## src/rtl/pld_diag_map.vh

```
// constants for the link status, loopback and diagnostics block
// Behaviour
// - negotiation done flag set after exchange
// - done-with-link only when negotiated and up
// - link status latches low until read
// - link drop restarts negotiation automatically
// - host restart request restarts negotiation
// - medium loopback needs forced mode, no negotiation
// - coding loopback returns data, line quiet; the code only quiets the line and returns no data
// - host-side loopback returns host data
// - host loopback quiets line; set at reset
// - far-end loopback returns partner data
// - far loopback withholds data; set at reset
// - port loop returns MAC transmit data
// - generator replaces MAC on transmit path
// - generator sends count, then sets finished
// - checker runs on selected source
// - crc counter read latches all counters
// - checker counts frames and error kinds
// - test modes one and two patterns
// - test mode three sends normal idle
// - transmit-disable sends only zero symbols
`ifndef PLD_DIAG_MAP_VH
`define PLD_DIAG_MAP_VH
`define PLD_TM_NORMAL   3'h0
`define PLD_TM_ONE      3'h1
`define PLD_TM_TWO      3'h2
`define PLD_TM_THREE    3'h3
`define PLD_TM_TXDIS    3'h4
`define PLD_SYM_ZERO    2'h0
`define PLD_SYM_PLUS    2'h1
`define PLD_SYM_MINUS   2'h3
`define PLD_TM2_RUN     5'h0A
`define PLD_QUIET_RST   1'h1
`define PLD_WITHHOLD_RST 1'h1
`define PLD_LINK_RST    1'h0
`endif

```

## src/rtl/pld_diag.v

```verilog
// link status, loopback routing, frame generator and checker, test patterns
`timescale 1ns/1ps
`include "pld_diag_map.vh"
module pld_diag #(
  parameter DW = 8,
  parameter CW = 16
) (
  input  wire          clock,
  input  wire          rst_n,
  input  wire          neg_enable,
  input  wire          neg_forced_mode,
  input  wire          neg_restart_req,
  input  wire          neg_exchange_in,
  input  wire          link_ok_in,
  output reg           neg_restart_pulse,
  output reg           neg_exchange_done,
  output reg           neg_done_with_link,
  input  wire          link_status_rd,
  output reg           link_up_latch_low,
  input  wire          soft_power_down,
  input  wire [2:0]    test_pattern_select,
  output reg  [1:0]    tx_symbol,
  output reg           tx_symbol_en,
  input  wire          medium_attach_loop_en,
  input  wire          coding_sublayer_loop_en,
  input  wire          host_side_loop_en,
  input  wire          host_loop_line_quiet,
  input  wire          far_end_loop_en,
  input  wire          far_loop_rx_withhold,
  input  wire          port_loop_en,
  output wire          medium_loop_active,
  output wire          line_drive_en,
  input  wire [DW-1:0] mac_tx_data,
  input  wire          mac_tx_valid,
  input  wire          mac_tx_last,
  output wire          mac_tx_ready,
  output reg  [DW-1:0] host_rx_data,
  output reg           host_rx_valid,
  output reg           host_rx_last,
  input  wire          host_rx_ready,
  input  wire [DW-1:0] phy_rx_data,
  input  wire          phy_rx_valid,
  input  wire          phy_rx_last,
  input  wire          phy_rx_crc_err,
  input  wire [7:0]    phy_rx_err_kinds,
  output wire [DW-1:0] phy_tx_data,
  output wire          phy_tx_valid,
  output wire          phy_tx_last,
  input  wire          phy_tx_ready,
  input  wire          frame_gen_enable,
  input  wire          frame_gen_random,
  input  wire [15:0]   frame_gen_length,
  input  wire [15:0]   frame_gen_count,
  output reg           frame_gen_finished,
  input  wire          frame_chk_enable,
  input  wire          frame_chk_source_sel,
  input  wire          crc_counter_rd,
  output reg  [CW-1:0] crc_error_counter,
  output reg  [CW-1:0] latched_frames_high,
  output reg  [CW-1:0] latched_frames_low,
  output reg  [8*CW-1:0] latched_err_counts
);
  // the exchange and link-ok pins from the outside world pass two flops first
  // two cycles of latency here, one more in the status registers
  reg  [1:0] xo_s1_reg, xo_s2_reg;
  always @(posedge clock)
  begin
    xo_s1_reg <= {neg_exchange_in, link_ok_in};
    xo_s2_reg <= xo_s1_reg;
  end
  wire exch_s = xo_s2_reg[1];
  wire link_s = xo_s2_reg[0];
  reg  link_d_reg;
  // restart pulse lasts one cycle on a link drop, as long as the request otherwise, and masks the done flags in the cycle after it

  always @(posedge clock)
  begin
    if (!rst_n)
    begin
      link_d_reg         <= 1'b0;
      neg_restart_pulse  <= 1'b0;
      neg_exchange_done  <= 1'b0;
      neg_done_with_link <= 1'b0;
      link_up_latch_low  <= `PLD_LINK_RST;
    end
    else
    begin
      link_d_reg <= link_s;
      neg_restart_pulse <= neg_enable & (neg_restart_req | (link_d_reg & ~link_s));
      neg_exchange_done  <= neg_enable & exch_s & ~neg_restart_pulse;
      neg_done_with_link <= neg_enable & exch_s & link_s & ~neg_restart_pulse;
      // a failure wins over the read so a drop never hides
      if (!link_s)
        link_up_latch_low <= 1'b0;
      else if (link_status_rd)
        link_up_latch_low <= 1'b1;
    end
  end

  // medium loopback only counts in forced mode without negotiation
  assign medium_loop_active = medium_attach_loop_en & ~neg_enable & neg_forced_mode;
  assign line_drive_en = ~soft_power_down & ~coding_sublayer_loop_en
                       & ~(host_side_loop_en & host_loop_line_quiet);

  // test pattern generator
  // power-down restarts both patterns from their first symbol
  reg [4:0] tm_cnt_reg;
  reg       tm_pol_reg;
  always @(posedge clock)
  begin
    if (!rst_n || soft_power_down)
    begin
      tm_cnt_reg   <= 5'h00;
      tm_pol_reg   <= 1'b0;
      tx_symbol    <= `PLD_SYM_ZERO;
      tx_symbol_en <= 1'b0;
    end
    else
    begin
      tx_symbol_en <= 1'b1;
      case (test_pattern_select)
        `PLD_TM_ONE:
        begin
          tm_pol_reg <= ~tm_pol_reg;
          tx_symbol  <= tm_pol_reg ? `PLD_SYM_MINUS : `PLD_SYM_PLUS;
        end
        `PLD_TM_TWO:
        begin
          if (tm_cnt_reg == `PLD_TM2_RUN - 5'h01)
          begin
            tm_cnt_reg <= 5'h00;
            tm_pol_reg <= ~tm_pol_reg;
          end
          else
            tm_cnt_reg <= tm_cnt_reg + 5'h01;
          tx_symbol <= tm_pol_reg ? `PLD_SYM_MINUS : `PLD_SYM_PLUS;
        end
        `PLD_TM_TXDIS: tx_symbol <= `PLD_SYM_ZERO;
        default:
        begin
          // normal data path: mode three sends ordinary idle, so no override
          tx_symbol_en <= 1'b0;
          tx_symbol    <= `PLD_SYM_ZERO;
        end
      endcase
    end
  end

  // frame generator
  // a frame count of zero finishes at once without sending a word
  localparam GEN_IDLE = 3'b001;
  localparam GEN_SEND = 3'b010;
  localparam GEN_DONE = 3'b100;
  reg [2:0]  gen_state_reg;
  reg [15:0] gen_byte_reg, gen_frame_reg;
  reg [7:0]  lfsr_reg;
  reg        gen_en_d_reg;
  wire gen_last = (gen_byte_reg == frame_gen_length - 16'h0001);
  wire gen_valid = (gen_state_reg == GEN_SEND);
  wire gen_fire  = gen_valid & phy_tx_ready;
  always @(posedge clock)
  begin
    if (!rst_n)
    begin
      gen_state_reg <= GEN_IDLE;
      gen_byte_reg <= 16'h0000;
      gen_frame_reg <= 16'h0000;
      lfsr_reg <= 8'h01;
      gen_en_d_reg <= 1'b0;
      frame_gen_finished <= 1'b0;
    end
    else
    begin
      gen_en_d_reg <= frame_gen_enable;
      if (!frame_gen_enable)
      begin
        gen_state_reg <= GEN_IDLE;
        frame_gen_finished <= 1'b0;
      end
      else
        case (gen_state_reg)
          GEN_IDLE:
            if (!gen_en_d_reg)
            begin
              gen_byte_reg <= 16'h0000;
              gen_frame_reg <= 16'h0000;
              frame_gen_finished <= 1'b0;
              gen_state_reg <= (frame_gen_count == 16'h0000) ? GEN_DONE : GEN_SEND;
            end
          GEN_SEND:
            if (gen_fire)
            begin
              lfsr_reg <= {lfsr_reg[6:0], lfsr_reg[7] ^ lfsr_reg[5] ^ lfsr_reg[4] ^ lfsr_reg[3]};
              if (gen_last)
              begin
                gen_byte_reg <= 16'h0000;
                gen_frame_reg <= gen_frame_reg + 16'h0001;
                if (gen_frame_reg == frame_gen_count - 16'h0001)
                  gen_state_reg <= GEN_DONE;
              end
              else
                gen_byte_reg <= gen_byte_reg + 16'h0001;
            end
          GEN_DONE: frame_gen_finished <= 1'b1;
          default: gen_state_reg <= GEN_IDLE;
        endcase
    end
  end
  // the byte-wide lfsr is repeated over the word and cut back to DW bits
  wire [8*((DW+7)/8)-1:0] lfsr_rep = {(DW+7)/8{lfsr_reg}};
  wire [DW-1:0]           gen_data = frame_gen_random ? lfsr_rep[DW-1:0] : {DW{1'b1}};

  // transmit path: generator takes precedence over the mac
  // far-end loop has no ready towards the line receiver: a stalled line drops words
  wire mac_to_line = ~frame_gen_enable & ~port_loop_en & ~host_side_loop_en;
  assign phy_tx_valid = frame_gen_enable ? gen_valid :
                        (far_end_loop_en & link_s) ? phy_rx_valid :
                        mac_to_line & mac_tx_valid;
  assign phy_tx_data  = frame_gen_enable ? gen_data :
                        (far_end_loop_en & link_s) ? phy_rx_data : mac_tx_data;
  assign phy_tx_last  = frame_gen_enable ? gen_last :
                        (far_end_loop_en & link_s) ? phy_rx_last : mac_tx_last;

  // two-entry skid buffer towards the host: a host stall loses nothing in the mac-side loops, but line receive words are dropped when full
  reg [DW:0] buf_reg [0:1];
  reg [1:0]  buf_cnt_reg;
  reg        buf_rd_reg, buf_wr_reg;
  // both mac-side loops share this buffer; only the host-side loop can quiet the line
  wire mac_loop = host_side_loop_en | port_loop_en;
  wire rx_to_host = ~(far_end_loop_en & far_loop_rx_withhold);
  wire in_valid = mac_loop ? mac_tx_valid : (rx_to_host & phy_rx_valid);
  wire [DW:0] in_word = mac_loop ? {mac_tx_last, mac_tx_data} : {phy_rx_last, phy_rx_data};
  wire buf_ready = (buf_cnt_reg != 2'h2);
  assign mac_tx_ready = frame_gen_enable ? 1'b0 : mac_loop ? buf_ready : phy_tx_ready;
  wire push = in_valid & buf_ready;
  wire pop  = host_rx_valid & host_rx_ready;
  always @(posedge clock)
  begin
    if (!rst_n)
    begin
      buf_cnt_reg <= 2'h0;
      buf_rd_reg <= 1'b0;
      buf_wr_reg <= 1'b0;
    end
    else
    begin
      if (push)
      begin
        buf_reg[buf_wr_reg] <= in_word;
        buf_wr_reg <= ~buf_wr_reg;
      end
      if (pop)
        buf_rd_reg <= ~buf_rd_reg;
      buf_cnt_reg <= buf_cnt_reg + {1'b0, push} - {1'b0, pop};
    end
  end
  always @*
  begin
    host_rx_valid = (buf_cnt_reg != 2'h0);
    {host_rx_last, host_rx_data} = buf_reg[buf_rd_reg];
  end

  // frame checker
  // counters wrap silently; the host must read them before they overflow
  reg [2*CW-1:0] frames_reg;
  reg [CW-1:0]   crc_cnt_reg;
  reg [8*CW-1:0] err_cnt_reg;
  wire chk_v = frame_chk_source_sel ? push & in_word[DW] & mac_loop
                                    : phy_rx_valid & phy_rx_last;
  wire chk_crc = ~frame_chk_source_sel & phy_rx_crc_err;
  integer k;
  always @(posedge clock)
  begin
    if (!rst_n)
    begin
      frames_reg <= {2*CW{1'b0}};
      crc_cnt_reg <= {CW{1'b0}};
      err_cnt_reg <= {8*CW{1'b0}};
      crc_error_counter <= {CW{1'b0}};
      latched_frames_high <= {CW{1'b0}};
      latched_frames_low <= {CW{1'b0}};
      latched_err_counts <= {8*CW{1'b0}};
    end
    else
    begin
      if (frame_chk_enable && chk_v)
      begin
        frames_reg <= frames_reg + {{(2*CW-1){1'b0}}, 1'b1};
        if (chk_crc)
          crc_cnt_reg <= crc_cnt_reg + {{(CW-1){1'b0}}, 1'b1};
      end
      // error kinds include the false carrier strobe, one per bad delimiter entry
      for (k = 0; k < 8; k = k + 1)
        if (frame_chk_enable && phy_rx_err_kinds[k] && !frame_chk_source_sel)
          err_cnt_reg[k*CW +: CW] <= err_cnt_reg[k*CW +: CW] + {{(CW-1){1'b0}}, 1'b1};
      if (crc_counter_rd)
      begin
        crc_error_counter <= crc_cnt_reg;
        latched_frames_high <= frames_reg[2*CW-1:CW];
        latched_frames_low <= frames_reg[CW-1:0];
        latched_err_counts <= err_cnt_reg;
      end
    end
  end
endmodule

```

## config.mk

```make
export PLATFORM = sky130hd
export DESIGN_NAME = pld_diag
export DESIGN_NICKNAME = d
export VERILOG_FILES = /design/src/rtl/pld_diag.v
export VERILOG_INCLUDE_DIRS = /design/src /design/src/rtl
export SDC_FILE = /design/constraint.sdc
export NUM_CORES = 1
export LEC_CHECK = 0
export BUFFER_PORTS_ARGS = -buffer_cell sky130_fd_sc_hd__buf_2
export CAP_MARGIN = 20
export CORE_MARGIN = 1
export CORE_UTILIZATION = 50
export CTS_BUF_LIST = sky130_fd_sc_hd__clkbuf_8 sky130_fd_sc_hd__clkbuf_16
export DETAILED_ROUTE_END_ITERATION = 16
export GPL_TIMING_DRIVEN = 1
export PLACE_DENSITY = 0.74
export RECOVER_POWER = 25
export SYNTH_ARGS = -nofsm -noshare
export SYNTH_HDL_FRONTEND = slang
export SYNTH_SLANG_ARGS = --single-unit
export TNS_END_PERCENT = 20
```

## constraint.sdc

```tcl
create_clock -name clock -period 3.3 [get_ports clock]
set_input_delay 0.66 -clock clock [delete_from_list [all_inputs] [get_ports clock]]
set_output_delay 0.66 -clock clock [all_outputs]
set_load 0.1 [all_outputs]
```

==> flow_summary.ini <==
[pwr]
p_leak_uw = 0.009743
pwr-share-comb_pct = 9.7
power.share.sequential_pct = 44.9
p_switching_uw = 2972
p_clk_share_pct = 45.4
power_density_nw_per_um2 = 518.4
internal-power_uw = 9163
ir_worst_vdd_v = 0.0004574
swShare_pct = 24.49

[clocking]
clk_pin_slew_worst_paths_ns = 0.06
clk_path_buf_depth = 3
cts_sinks = 438
numCtsBuffers = 46
clk-insertion-delay-late_ns = 0.57
hold_buffers = 0
tritoncts = built
root_buffer = clkbuf_16
cts_max_level = 2

[placed_design]
place.gp.congestion = 0.8872
place_ws_ns = -0.4863
port_buffers = 293
dp_hpwl_mm = 30.07

[min_path]
hold_class = primary input to flop
hold_end = xo_s1_reg[0]
min_from = link_ok_in
holdPathStages = 1

[yosys]
ys.warnings.count = 0
synth_seq_cells = 438
yosys-top-cells-count = 420 x dfxtp_1, 192 x nor2b_1, 187 x mux2i_1
synth_top_area_share_pct = 43.24
synthArstFlopShare_pct = 0
synth_edf_count = 18
avgSynthCellArea_sq_um = 9.693
synth.cell_area_sq_um = 19440
synthTopCellsByArea = dfxtp_1 43%, mux2i_1 9.6%, xnor2_1 7.3%
synth_nets = 2112
yosysSeqAreaShare_pct = 46.02
synthMostInstantiatedCell = dfxtp_1
netlist_instances = 2006
yosysTopAreaCell = dfxtp_1
synthFlopType = dfxtp_1
yosysUniqueCellTypes = 63

[setup_path]
cp.required_ns = 2.64
critPathLaunchType = primary input
cp_max_fo = 4
r2r_slack_ns = 0.57
arrival_ns = 2.97
r2r-start = gen_byte_reg[5]
worstSetupPathType = primary input to primary output
worstReg2RegEnd = gen_frame_reg[14]
startpoint = frame_gen_length[1]
cp-end-kind = primary output
worstRegToRegCells = 10

[sta]
finalCritPeriodShare_pct = 109.9
max_freq_ghz = 0.2756
finalHoldViolCount = 0
rsz0062_at_grt = yes
setup_viol = 1
worst_pin_slew_ns = 1.593
drv_slew = 44
clock_skew_ns = 0.01082
max_slew_margin_pct = -6.188
fin_ws_ns = -0.3282
finalCriticalPeriod_ns = 3.628

[floorplanning]
die-area_sq_um = 39680
rows = 71
ios = 294
die_width_um = 199.2
core_area_sq_um = 37930
fp.dieH_um = 199.2
initial_core_util_pct = 51.26

[cells_and_area]
drive_gt1_share_pct = 19.36
n_fill_cell = 3218
nets = 2421
final_core_util_pct = 61.71
area_growth_pct = 20.40

[global_routing]
grt_max_degree = 222
grt_pass1_wl_mm = 69.60
antenna_found_initial = 2
grt_use_total_pct = 21.44
grt_pass1_vias = 14190
grt.overflow.total = 0

[drt]
drt_iter0_drc = 566
vias = 14880
wl_mm = 43.10
first_pass_iters = 5
drc = 0
wl_per_cell_um = 15.06
viasPerCell = 5.197
ant_nets = 0

[outcome]
status = finished, violations left
violations = max-capacitance violations, max-slew violations, negative setup slack

[job]
cap_violations = 1
[worst max-delay path by stage]
| stage | endpoint | slack [ns] | cells past startpoint |
|---|---|---|---|
| floorplan | phy_tx_last | -0.37 | 9 |
| global placement | phy_tx_last | -0.44 | 12 |
| detailed placement | phy_tx_last | -0.49 | 12 |
| CTS | phy_tx_last | -0.48 | 12 |
| global route | phy_tx_last | -0.41 | 12 |
| finish | phy_tx_last | -0.33 | 12 |
[worst max-delay path, cell delays in order]
cell,delay [ns]
buf_12,0.11
inv_12,0.04
ha_4,0.11
or3b_4,0.37
or4_4,0.50
a2111oi_4,0.34
o211ai_2,0.16
nor4_4,0.15
buf_4,0.19
nand2_4,0.06
o21ai_4,0.08
buf_12,0.19
[routing by layer]
metal | vias to the layer above | part of all wire [%] | track usage [%]
met2 | 298 | 48 | 36.62
met3 | 75 | 5.8 | 4.928
met5 | - | 0 | 0
li1 | 7473 | - | -
met1 | 7029 | 44 | 26.33
met4 | 0 | 2.5 | 7.521
[cells by family (layout without fill, tap and decap cells)]
logic type                 after synthesis  in the layout  share of synthesized area, %
buffers and inverters                  124            468                         2.407
AOI/OAI and AO/OA                      171            171                         6.075
other                                    0              1                             0
xor gates and xnor gates               204            204                         9.189
adders and majority gates               19             19                         1.223
muxes                                  207            207                         10.79
and+or+nand+nor                        843            843                         24.30
DFF                                    438            438                         46.02
[power by group through the flow]
stage          clock network [uW]  logic, uW  registers (uW)
2_1_floorplan                   0        868            5580
3_3_place_gp                    0       1160            5560
3_5_place_dp                    0       1170            5560
4_1_cts                      5660       1180            5450
5_1_grt                      5850       1240            5450
6_report                     5510       1170            5450
[cell usage in the layout, fill, tap and decap left out, drive strengths merged, types with 6 or more instances in the layout]
cell type,instances
nor3,31
edfxtp,18
clkinv,6
mux2i,187
bufinv,8
nand4,27
a31oi,9
buf,341
nor2b,192
and3,51
a21boi,45
ha,19
xor2,43
nand3,83
o211ai,7
and4,11
o311ai,6
dfxtp,420
a21oi,14
nand2b,13
nor4,9
o21ai,49
mux2,20
nand2,139
a211oi,10
xnor2,161
and2,154
inv,53
or4,13
or3,36
nor2,64
clkbuf,59
or2,6
a21o,6
[per-stage QoR]
step | total power, uW | instance area (sq um) | hold WS (ns) | cells | TNS, ns
after floorplan | 6453 | 19490 | 0.3096 | 2006 | -0.7340
after global placement | 6715 | 21750 | 0.3106 | 2777 | -6.956
after detailed placement | 6735 | 21750 | 0.3143 | 2777 | -9.311
after CTS | 12290 | 23420 | 0.1545 | 2861 | -0.4758
after global routing | 12540 | 23410 | 0.1700 | 2861 | -0.4139
final | 12130 | 23410 | 0.1915 | 2862 | -0.3282
[cell type report]
cell class,instances,area [sq um],area share [%]
clock inverters,28,332.8,1.422
multi-input cells,1444,10080,43.06
well taps,511,639.4,2.731
flip-flops and latches,438,8949,38.23
repair buffers,345,1942,8.295
clock buffers,55,1297,5.542
inverters,40,167.7,0.7162
diodes,1,2.502,0.01069
[repair_timing]
action,CTS,global route
setup buffers,1,0
setup endpoints to repair,1,2
endpoints found under the hold margin,0,0
resized for setup,9,3
pin swaps,5,3
cloned,0,0
No activity file was read; power rests on OpenSTA's default activity.
